$ cat config.mk
export PLATFORM = sky130hd
export DESIGN_NAME = smsx_core
export DESIGN_NICKNAME = d
export VERILOG_FILES = /design/src/smsx_pkg.sv /design/src/smsx_rate_div.sv /design/src/smsx_core.sv
export SDC_FILE = /design/constraint.sdc
export NUM_CORES = 1
export LEC_CHECK = 0
export ABC_AREA = 1
export BUFFER_PORTS_ARGS = -buffer_cell sky130_fd_sc_hd__buf_2
export CORE_ASPECT_RATIO = 0.6
export CORE_MARGIN = 2
export CORE_UTILIZATION = 53
export DETAILED_ROUTE_END_ITERATION = 8
export PLACE_DENSITY = 0.77
export SLEW_MARGIN = 15
export SYNTH_ARGS = -nofsm -noshare
export SYNTH_HDL_FRONTEND = slang
export SYNTH_SLANG_ARGS = --single-unit
$ cat constraint.sdc
create_clock -name clock_i -period 2.1 [get_ports clock_i]
set_input_delay 0.21 -clock clock_i [delete_from_list [all_inputs] [get_ports clock_i]]
set_output_delay 0.21 -clock clock_i [all_outputs]
set_load 0.02 [all_outputs]
$ cat src/smsx_pkg.sv
package smsx_pkg;
  // Character width and bit counter width
  localparam int unsigned CHAR_BITS = 8;
  localparam int unsigned CNT_W = 4;
  localparam logic [3:0] CNT_ZERO = 4'h0;
  localparam logic [3:0] CNT_ONE = 4'h1;
  localparam logic [3:0] CNT_LAST = 4'h8;
  // Bit-rate dividers: half-period in system clocks per rate select
  localparam int unsigned DIV_W = 6;
  localparam logic [5:0] HALF_DIV0 = 6'h01;
  localparam logic [5:0] HALF_DIV1 = 6'h02;
  localparam logic [5:0] HALF_DIV2 = 6'h08;
  localparam logic [5:0] HALF_DIV3 = 6'h10;
  localparam logic [5:0] DIV_ONE = 6'h01;
  localparam logic [5:0] DIV_ZERO = 6'h00;
  localparam logic [7:0] BYTE_ZERO = 8'h00;
  // Master sequencer states
  typedef enum logic [2:0] {
    SMSX_IDLE = 3'h1,
    SMSX_LEAD = 3'h2,
    SMSX_TRAIL = 3'h4
  } smsx_state_type;
endpackage

$ cat src/smsx_rate_div.sv
`timescale 1ns/1ps
// Half-period tick generator for the master serial clock
module smsx_rate_div (
  // Clock and reset
  input wire logic clock_i,
  input wire logic nrst_i,
  // Control
  input wire logic run_i,
  input wire logic [1:0] rate_sel_i,
  // Tick
  output logic tick_o
);
  typedef struct packed {
    logic [smsx_pkg::DIV_W-1:0] cnt;
  } smsx_div_type;
  smsx_div_type div_r;
  smsx_div_type div_nxt;
  logic [smsx_pkg::DIV_W-1:0] limit;

  always_comb begin
    case (rate_sel_i)
      2'h0: limit = smsx_pkg::HALF_DIV0;
      2'h1: limit = smsx_pkg::HALF_DIV1;
      2'h2: limit = smsx_pkg::HALF_DIV2;
      default: limit = smsx_pkg::HALF_DIV3;
    endcase
  end

  always_comb begin
    div_nxt = div_r;
    if (!run_i) begin
      div_nxt.cnt = smsx_pkg::DIV_ZERO;
    end else if (div_r.cnt + smsx_pkg::DIV_ONE >= limit) begin
      div_nxt.cnt = smsx_pkg::DIV_ZERO;
    end else begin
      div_nxt.cnt = div_r.cnt + smsx_pkg::DIV_ONE;
    end
  end

  // Tick as a comb pulse keeps the phase exact when the count wraps
  assign tick_o = run_i && (div_r.cnt + smsx_pkg::DIV_ONE >= limit);

  always_ff @(posedge clock_i) begin
    if (!nrst_i) begin
      div_r <= '{cnt: smsx_pkg::DIV_ZERO};
    end else begin
      div_r <= div_nxt;
    end
  end
endmodule // smsx_rate_div

$ cat src/smsx_core.sv
`timescale 1ns/1ps
// Overview of operation
// - Shift out and in simultaneously per transfer
// - Works as clock master or slave
// - Polarity selects serial clock idle level
// - Phase selects launch and sample edges
// - Settings should match; change between transfers
// - Phase-0 slave write while selected collides
// - Phase-1 slave accepts back-to-back with select low
// - Unselected slave leaves bus alone
// - Exactly eight bits exchanged per transfer
// - Single transmit buffer, no load mid-transfer
// - Received byte copied to read buffer
// - Overrun only if buffer unread at next
// - One data port: read buffer, write shifter
// - Master rate from four selectable settings
// - Write during transfer flags collision
// - Mode fault disables serial output drivers
// - Master emits exactly eight clock cycles
// - Launch on one edge, sample opposite
// - Unselected slave ignores clock, output floating
module smsx_core (
  // Clock and reset
  input wire logic clock_i,
  input wire logic nrst_i,
  // Configuration
  input wire logic enable_i,
  input wire logic master_i,
  input wire logic clock_idle_level_select_i,
  input wire logic clock_edge_format_select_i,
  input wire logic [1:0] rate_sel_i,
  input wire logic fault_detect_en_i,
  // Data port
  input wire logic serial_data_port_wr_i,
  input wire logic [7:0] serial_data_port_wdata_i,
  input wire logic serial_data_port_rd_i,
  output logic [7:0] serial_data_port_rdata_o,
  // Status
  output logic done_o,
  output logic busy_o,
  output logic write_collision_o,
  output logic overrun_o,
  output logic mode_fault_o,
  input wire logic status_clear_i,
  // Serial pins
  input wire logic sck_i,
  output logic sck_o,
  output logic sck_oe_o,
  input wire logic mosi_i,
  output logic mosi_o,
  output logic mosi_oe_o,
  input wire logic miso_i,
  output logic miso_o,
  output logic miso_oe_o,
  input wire logic ss_n_i
);
  typedef struct packed {
    smsx_pkg::smsx_state_type state;
    logic [7:0] shift;
    logic [7:0] rbuf;
    logic rbuf_full;
    logic [smsx_pkg::CNT_W-1:0] cnt;
    logic sck_lvl;
    logic sck_prev;
    logic in_bit;
    logic out_bit;
    logic done;
    logic wcol;
    logic ovr;
    logic modf;
  } smsx_core_type;

  smsx_core_type st_r;
  smsx_core_type st_nxt;
  logic tick;
  logic run;
  logic sck_edge;
  logic lead_edge;
  logic slave_sel;
  logic byte_end;
  logic [7:0] rx_byte;

  assign run = enable_i && master_i && !st_r.modf && (st_r.state != smsx_pkg::SMSX_IDLE);

  smsx_rate_div #() u_div (
    .clock_i(clock_i),
    .nrst_i(nrst_i),
    .run_i(run),
    .rate_sel_i(rate_sel_i),
    .tick_o(tick)
  );

  assign slave_sel = enable_i && !master_i && !ss_n_i;
  // Slave edges come from the sampled serial clock; leading edge leaves idle level
  assign sck_edge = slave_sel && (sck_i != st_r.sck_prev);
  assign lead_edge = sck_edge && (st_r.sck_prev == clock_idle_level_select_i);

  always_comb begin
    st_nxt = st_r;
    st_nxt.done = 1'b0;
    byte_end = 1'b0;
    rx_byte = {st_r.shift[6:0], st_r.in_bit};
    st_nxt.sck_prev = sck_i;
    if (master_i && fault_detect_en_i && enable_i && !ss_n_i) begin
      st_nxt.modf = 1'b1;
      st_nxt.state = smsx_pkg::SMSX_IDLE;
      st_nxt.cnt = smsx_pkg::CNT_ZERO;
    end
    // An idle master follows the polarity too, so a new setting shows before the next byte
    if (!enable_i || !master_i || (st_r.state == smsx_pkg::SMSX_IDLE)) begin
      st_nxt.sck_lvl = clock_idle_level_select_i;
    end
    if (serial_data_port_wr_i && enable_i) begin
      // Busy shifter or selected phase-0 slave refuses the write
      if ((st_r.cnt != smsx_pkg::CNT_ZERO) || (st_r.state != smsx_pkg::SMSX_IDLE)
          || (slave_sel && !clock_edge_format_select_i)) begin
        st_nxt.wcol = 1'b1;
      end else begin
        st_nxt.shift = serial_data_port_wdata_i;
        st_nxt.out_bit = serial_data_port_wdata_i[7];
        if (master_i && !st_r.modf) begin
          st_nxt.state = smsx_pkg::SMSX_LEAD;
          st_nxt.cnt = smsx_pkg::CNT_ZERO;
          st_nxt.out_bit = serial_data_port_wdata_i[7];
        end
      end
    end
    case (st_r.state)
      smsx_pkg::SMSX_IDLE: begin
        // Slave side: count edges of the incoming clock
        if (sck_edge) begin
          if (lead_edge == !clock_edge_format_select_i) begin
            st_nxt.in_bit = master_i ? miso_i : mosi_i;
            if (st_r.cnt == smsx_pkg::CNT_ZERO && clock_edge_format_select_i) begin
              st_nxt.cnt = smsx_pkg::CNT_ONE;
            end
            if (!clock_edge_format_select_i) begin
              st_nxt.shift = rx_byte;
              st_nxt.shift[0] = mosi_i;
              st_nxt.cnt = st_r.cnt + smsx_pkg::CNT_ONE;
              byte_end = (st_r.cnt + smsx_pkg::CNT_ONE) == smsx_pkg::CNT_LAST;
            end else begin
              st_nxt.shift = {st_r.shift[6:0], mosi_i};
              byte_end = st_r.cnt == smsx_pkg::CNT_LAST;
            end
          end else begin
            if (clock_edge_format_select_i) begin
              // Phase 1 launches on leading edge
              st_nxt.out_bit = st_r.shift[7];
              if (st_r.cnt == smsx_pkg::CNT_ZERO) begin
                st_nxt.cnt = smsx_pkg::CNT_ONE;
              end else begin
                st_nxt.cnt = st_r.cnt + smsx_pkg::CNT_ONE;
              end
            end else begin
              st_nxt.out_bit = st_r.shift[7];
            end
          end
        end
        if (!slave_sel && !master_i) begin
          // Byte count restarts whenever the slave is deselected, in phase 0 and phase 1 alike
          st_nxt.cnt = smsx_pkg::CNT_ZERO;
          st_nxt.out_bit = st_r.shift[7];
        end
      end
      smsx_pkg::SMSX_LEAD: begin
        if (tick) begin
          st_nxt.sck_lvl = !st_r.sck_lvl;
          st_nxt.state = smsx_pkg::SMSX_TRAIL;
          if (clock_edge_format_select_i) begin
            if (st_r.cnt != smsx_pkg::CNT_ZERO) begin
              st_nxt.shift = {st_r.shift[6:0], st_r.in_bit};
            end
            st_nxt.out_bit = (st_r.cnt != smsx_pkg::CNT_ZERO) ? st_r.shift[6] : st_r.shift[7];
          end else begin
            st_nxt.in_bit = miso_i;
          end
        end
      end
      smsx_pkg::SMSX_TRAIL: begin
        if (tick) begin
          st_nxt.sck_lvl = !st_r.sck_lvl;
          st_nxt.cnt = st_r.cnt + smsx_pkg::CNT_ONE;
          if (clock_edge_format_select_i) begin
            st_nxt.in_bit = miso_i;
          end else begin
            st_nxt.shift = rx_byte;
            st_nxt.out_bit = st_r.shift[6];
          end
          if ((st_r.cnt + smsx_pkg::CNT_ONE) == smsx_pkg::CNT_LAST) begin
            st_nxt.state = smsx_pkg::SMSX_IDLE;
            st_nxt.cnt = smsx_pkg::CNT_ZERO;
            byte_end = 1'b1;
            if (clock_edge_format_select_i) begin
              rx_byte = {st_r.shift[6:0], miso_i};
              st_nxt.shift = rx_byte;
            end
          end else begin
            st_nxt.state = smsx_pkg::SMSX_LEAD;
          end
        end
      end
      default: begin
        st_nxt.state = smsx_pkg::SMSX_IDLE;
      end
    endcase
    if (byte_end) begin
      if (master_i) begin
        rx_byte = st_nxt.shift;
      end else begin
        rx_byte = st_nxt.shift;
        st_nxt.cnt = smsx_pkg::CNT_ZERO;
      end
      // Set wins over a read in the same cycle
      st_nxt.rbuf = rx_byte;
      st_nxt.done = 1'b1;
      if (st_r.rbuf_full && !serial_data_port_rd_i) begin
        st_nxt.ovr = 1'b1;
      end else begin
        st_nxt.rbuf_full = 1'b1;
      end
    end else if (serial_data_port_rd_i) begin
      st_nxt.rbuf_full = 1'b0;
    end
    if (status_clear_i) begin
      st_nxt.wcol = st_nxt.wcol && !st_r.wcol ? 1'b1 : (st_nxt.wcol & ~st_r.wcol);
      st_nxt.ovr = (st_nxt.ovr && !st_r.ovr);
      st_nxt.modf = (st_nxt.modf && !st_r.modf) ||
        (master_i && fault_detect_en_i && enable_i && !ss_n_i);
    end
  end

  always_ff @(posedge clock_i) begin
    if (!nrst_i) begin
      st_r <= '{state: smsx_pkg::SMSX_IDLE, shift: smsx_pkg::BYTE_ZERO,
                rbuf: smsx_pkg::BYTE_ZERO, rbuf_full: 1'b0, cnt: smsx_pkg::CNT_ZERO,
                sck_lvl: 1'b0, sck_prev: 1'b0, in_bit: 1'b0, out_bit: 1'b0,
                done: 1'b0, wcol: 1'b0, ovr: 1'b0, modf: 1'b0};
    end else begin
      st_r <= st_nxt;
    end
  end

  // Outputs: drivers released on mode fault and for an unselected slave
  assign serial_data_port_rdata_o = st_r.rbuf;
  assign done_o = st_r.done;
  assign busy_o = (st_r.state != smsx_pkg::SMSX_IDLE) || (st_r.cnt != smsx_pkg::CNT_ZERO);
  assign write_collision_o = st_r.wcol;
  assign overrun_o = st_r.ovr;
  assign mode_fault_o = st_r.modf;
  assign sck_o = st_r.sck_lvl;
  assign sck_oe_o = enable_i && master_i && !st_r.modf;
  assign mosi_o = st_r.out_bit;
  assign mosi_oe_o = enable_i && master_i && !st_r.modf;
  assign miso_o = st_r.out_bit;
  assign miso_oe_o = slave_sel;
endmodule // smsx_core

**After elaboration in Yosys (flattened, before gate mapping)**

Index checks and enable logic that the tools add are counted.

- Word-level logic and storage cells: 150
- Input bits: 24
- Output and inout port bits: 19
- Flip-flop bits (word level): 38

- Multiplexer cells: 68
- Bitwise logic cells: 4
- Reduce and logical (&&, ||, !) cells: 43
- Add/subtract/negate cells: 2
- Equal/unequal tests: 18
- Magnitude comparators: 1

Operators by type and width:

| operator | number |
|---|---|
| $mux W4 | 14 |
| $mux W8 | 7 |
| $mux W11 | 4 |
| $mux W1 | 28 |
| $pmux W8 S3 | 1 |
| $logic_and A1 B1 Y1 | 20 |
| $pmux W5 S3 | 1 |
| $ne A2 B2 Y1 const B | 6 |
| $logic_not A1 Y1 | 10 |
| $mux W3 | 3 |
| $pmux W3 S3 | 1 |
| $eq A4 B4 Y1 const B | 2 |
| $mux W2 | 4 |
| $pmux W4 S2 | 1 |
| $reduce_and A7 Y1 | 1 |
| $add A6 B1 Y6 const B | 1 |
| $ge A6 B5 Y1 | 1 |
| $pmux W2 S3 | 1 |
| $logic_or A1 B1 Y1 | 5 |
| $mux W5 | 1 |
| $add A4 B1 Y4 const B | 1 |
| $logic_not A4 Y1 | 1 |
| $pmux W1 S2 | 2 |
| $reduce_bool A4 Y1 | 1 |
| 16 further kinds | 19 |

**Longest topological paths before layout**

- Depth in word-level cells: 15
- Gate-level depth with buffers: 18
- Mapped depth without buffers: 18

**By module**

From an unflattened synthesis, not the netlist that was laid out.

- Cell total of the unflattened synthesis: 419
- Area, all modules: 2671.3 sq um

Modules (own cells, without submodules):

| module | cells each | area each (sq um) | instances | seq. area each (sq um) |
|---|---|---|---|---|
| smsx_core | 363 | 2277.2 | 1 | 640.6 |
| smsx_rate_div | 56 | 394.1 | 1 | 120.1 |

**Worst setup path after synthesis**

OpenSTA, ideal clock, no wires.

- Path kind: reg-to-reg
- Start point: reg u_div.div_r[0] in the netlist's numbering
- End point: reg st_r (netlist bit serial_data_port_rdata_o[1])
- Cell stages (with the launch flop): 15
- Setup time: 0.109 ns
- Clock period less this slack: 2.066 ns
- Path buffers: 1
- Data required time: 1.991 ns
- Setup slack: 0.034 ns
- Arrival time: 1.957 ns
- Path through: dfxtp_1 ha_1 ha_1 nand2_1 nand3_1 nand2_1 nand2_1 nand2_2 a21oi_4 nand3_2 nand2_4 buf_12 nand4_1 nand2_1 inv_1

- Longest elaborated chain between the ends: 5
- Elaborated cells between the ends (all ways): 8
- Those cells by class: 1 x add/sub; 1 x order compare; 5 x mux; 1 x reduce/logical

RTL lines:

| element | RTL line | RTL |
|---|---|---|
| start, declared | smsx_rate_div.sv:16 | `smsx_div_type div_r;` |
| start signal, assigned | smsx_rate_div.sv:45 | `div_r <= '{cnt: smsx_pkg::DIV_ZERO};` |
| start signal, assigned | smsx_rate_div.sv:47 | `div_r <= div_nxt;` |
| $add A6 B1 Y6 (*) | smsx_rate_div.sv:41 | `assign tick_o = run_i && (div_r.cnt + smsx_pkg::DIV_ONE >= limit);` |
| $ge A6 B5 Y1 (*) | smsx_rate_div.sv:41 |  |
| $logic_and A1 B1 Y1 (*) | smsx_rate_div.sv:41 |  |
| $mux W11, or another cell as far along | smsx_core.sv:181 | `if (tick) begin` |
| $pmux W8 S3 / $pmux W1 S2 (equally long branches) | smsx_core.sv:128 | `case (st_r.state)` |
| end signal, assigned | smsx_core.sv:235 | `st_r <= '{state: smsx_pkg::SMSX_IDLE, shift: smsx_pkg::BYTE_ZERO,` |
| end signal, assigned | smsx_core.sv:240 | `st_r <= st_nxt;` |
| end, declared | smsx_core.sv:73 | `smsx_core_type st_r;` |

Mark *: on every way between the ends. The rest lies on a longest branch, timed or not.
A chain may end at the register's enable or synchronous reset.

**Worst setup path in the final report**

- Start point: reg u_div.div_r[1] in the netlist's numbering
- End point: reg st_r (netlist bit serial_data_port_rdata_o[1])

Same word-level chain as after synthesis.

==> impl_metrics.env <==
export IMPL_synth_edf_count=0
export IMPL_swShare_pct=42.6
export IMPL_path_class="flip-flop to flip-flop"
export IMPL_dp_slack_ns=-0.0515
export IMPL_worstPathArrival_ns=2.40
export IMPL_start_util_pct=55.2
export IMPL_yosys_area_top_type="dfxtp_1"
export IMPL_core_area_sq_um=5620
export IMPL_net_switching_power_mw=1.25
export IMPL_cellPowerDensity_nw_per_um2=739
export IMPL_yosys_cell_types_count=47
export IMPL_async_reset_ff_share_pct=0
export IMPL_cts_tree="yes"
export IMPL_synthFlopType="dfxtp_1"
export IMPL_drc_errors=0
export IMPL_finalSetupTns_ns=-1.01
export IMPL_dieArea_sq_um=6510
export IMPL_vias=3444
export IMPL_antenna_found_initial=0
export IMPL_hold_slack_ns=0.0961
export IMPL_p_leak_nw=1.93
export IMPL_maxCapViolations=0
export IMPL_synth_avg_cell_area_sq_um=6.54
export IMPL_grt_pass1_wl_microns=14900
export IMPL_clkTransAtPathRegs_ns=0.09
export IMPL_path_cells="ha_4 -> nand3_2 -> xor2_1 -> ha_2 -> inv_2 -> nand2_2 -> nor2_4 -> a21oi_4 -> nand3_4 -> nand2_4 -> nand4_1 -> nand2_1 -> inv_1"
export IMPL_final_area_sq_um=3960
export IMPL_layout_nets=574
export IMPL_grt_pass1_vias=3156
export IMPL_required_ns=2.30
export IMPL_gp_congestion=0.965
export IMPL_die_w_microns=103
export IMPL_cts_made_buffers=5
export IMPL_detail_route_wl_per_cell_microns=15.0
export IMPL_synth_top_area_share_pct=24.5
export IMPL_area_growth_synth_to_final_pct=27.5
export IMPL_cts_num_sinks=38
export IMPL_path_max_fanout=5
export IMPL_grt_max_degree=19
export IMPL_placed_area_sq_um=3500
export IMPL_routed_wl_microns=9350
export IMPL_synthCells=475
export IMPL_setup_viol=18
export IMPL_rsz0062_at_grt="true"
export IMPL_slew_headroom_pct=62.5
export IMPL_pin_count=43
export IMPL_portBuffers=42
export IMPL_clockPowerShare_pct=21.6
export IMPL_htree_levels=2
export IMPL_syn_area_sq_um=3110
export IMPL_grt_use_total_pct=29.1
export IMPL_finalClockSkew_ns=0.0112
export IMPL_root_buffer="clkbuf_8"
export IMPL_dp_hpwl_microns=6570
export IMPL_hold_violations=0
export IMPL_post_route_util_pct=70.4
export IMPL_rrSetupSlack_ns=-0.11
export IMPL_slowest_delay_ns=0.38
export IMPL_tightest_slew_ns=0.561
export IMPL_yosys_warnings=0
export IMPL_run_status="finished with violations"
export IMPL_drt_iter0_drc=320
export IMPL_antenna_cells=0
export IMPL_cts_path_max_buffers=2
export IMPL_postRouteAntennaNets=0
export IMPL_fin_crit_sh_pct=105
export IMPL_die_h_microns=63.3
export IMPL_violations="negative setup slack"
export IMPL_layout_drive_gt1_share_pct=33.6
export IMPL_synth_area_leaders="dfxtp_1 (24%), nand2_1 (13%), inv_1 (9.2%), nand3_1 (6.3%), o21ai_0 (4.4%)"
export IMPL_syn_nets=506
export IMPL_via_per_inst=5.52
export IMPL_cpMaxStageDelayCell="dfxtp_4"
export IMPL_ctsHoldBuffers=0
export IMPL_p_int_mw=1.68
export IMPL_clock_latency_ns=0.30
export IMPL_ir_drop_uv=418
export IMPL_end_kind="flip-flop"
export IMPL_combPwrFrac_pct=49.2
export IMPL_min_delay_path_class="input port to flip-flop"
export IMPL_min_period_ns=2.21
export IMPL_grt_overflow=0
export IMPL_num_rows=21
export IMPL_ys_seq_area_share_pct=24.5
export IMPL_setup_slack_ns=-0.105
export IMPL_critPathLaunchType="flip-flop"
export IMPL_ys_ff_latch=38
export IMPL_power_frac_seq_pct=29.2
export IMPL_clock_fmax_mhz=453
export IMPL_slew_violations=0
export IMPL_dr_pass1_iters=6
## cells in the mapped netlist (2+ instances only)
master,number
o21ai_2,4
a31oi_1,9
a21oi_2,4
o2111ai_1,6
nand2_1,110
buf_4,11
nor2_2,3
dfxtp_1,38
ha_1,7
nand4_1,17
nand2_4,8
o21ai_1,13
o22ai_1,2
a21oi_1,14
o21ai_0,27
nor2_1,26
or2_2,4
inv_1,76
xor2_1,4
nor3_1,2
nand2_2,5
nor2_4,6
inv_2,6
nand3_2,4
buf_2,3
clkbuf_1,5
buf_6,3
nand3_1,39
## registers in the layout, indices dropped and copies added (netlist names)
name                      count
write_collision_o             1
done_o                        1
sck_o                         1
overrun_o                     1
st_r                         18
u_div.div_r                   6
mode_fault_o                  1
miso_o                        1
serial_data_port_rdata_o      8
## critical path: cells and delay by family, from the launching register on
kind | cells | cell delay [ns]
AOI/OAI and AO/OA | 1 | 0.25
buffers and inverters | 2 | 0.07
adders and majority gates | 2 | 0.38
DFF | 1 | 0.38
xor gates and xnor gates | 1 | 0.26
and+or+nand+nor | 7 | 0.78
## power groups by stage
stage	Clock, mW	Sequential (mW)	Combinational (mW)
after floorplan	0	0.882	0.906
after global placement	0	0.871	1.27
after detailed placement	0	0.874	1.29
after CTS	0.632	0.856	1.31
after global routing	0.667	0.864	1.57
final	0.632	0.856	1.44
## final timing paths
check                          from                           to  depth (start not counted)
setup / recovery     u_div.div_r[1]  serial_data_port_rdata_o[1]                         13
hold / removal       status_clear_i            write_collision_o                          2
setup reg to reg     u_div.div_r[1]  serial_data_port_rdata_o[1]                         13
hold reg to reg   write_collision_o            write_collision_o                          1
## what timing repair did
item,CTS,global route
setup endpoints to repair,16,29
pin swaps,10,24
gates resized for setup,16,50
setup buffers,3,5
gates cloned,1,1
## cell families after synthesis
kind of cell / Yosys count / share of synthesized area, %
XOR/XNOR: 5 / 1.65
AND/OR/NAND/NOR: 229 / 37.1
adder cells (fa/ha/maj): 7 / 2.82
flip-flops: 38 / 24.5
buffers and inverters: 107 / 15.9
other: 1 / 0.121
AO/OA/AOI/OAI: 88 / 18.0
## cells in the final DEF, fill, tap and decap left out, types with 13 or more instances in the layout
master and n:
dfxtp_1 35, nand4_1 17, nand3_1 30, o21ai_0 19
buf_4 36, buf_2 42, inv_1 72, nor2_1 24
o21ai_1 15, a21oi_1 13, nand2_1 104
## area by class of cell
class                      instances  area [sq um]
fill                             463          1660
clock inverter                     3          40.0
clock buffer                       5          68.8
sequential                        38           772
multi-input combinational        332          2120
timing repair buffer              82           534
tap                               80           100
inverter                          84           325
## per-layer routing
layer	wire length (microns)	track usage [%]	up-vias
met2	3840	42.2	209
li1	-	-	1680
met3	1190	8.66	18
met5	0	0	-
met4	133	5.26	0
met1	4190	42.8	1537
## per-stage QoR
stage | power, mW | instances
finish | 2.93 | 624
global route | 3.10 | 624
global placement | 2.15 | 606
detailed placement | 2.16 | 606
floorplan | 1.79 | 475
CTS | 2.80 | 618
Power figures use the tool's default switching activity.
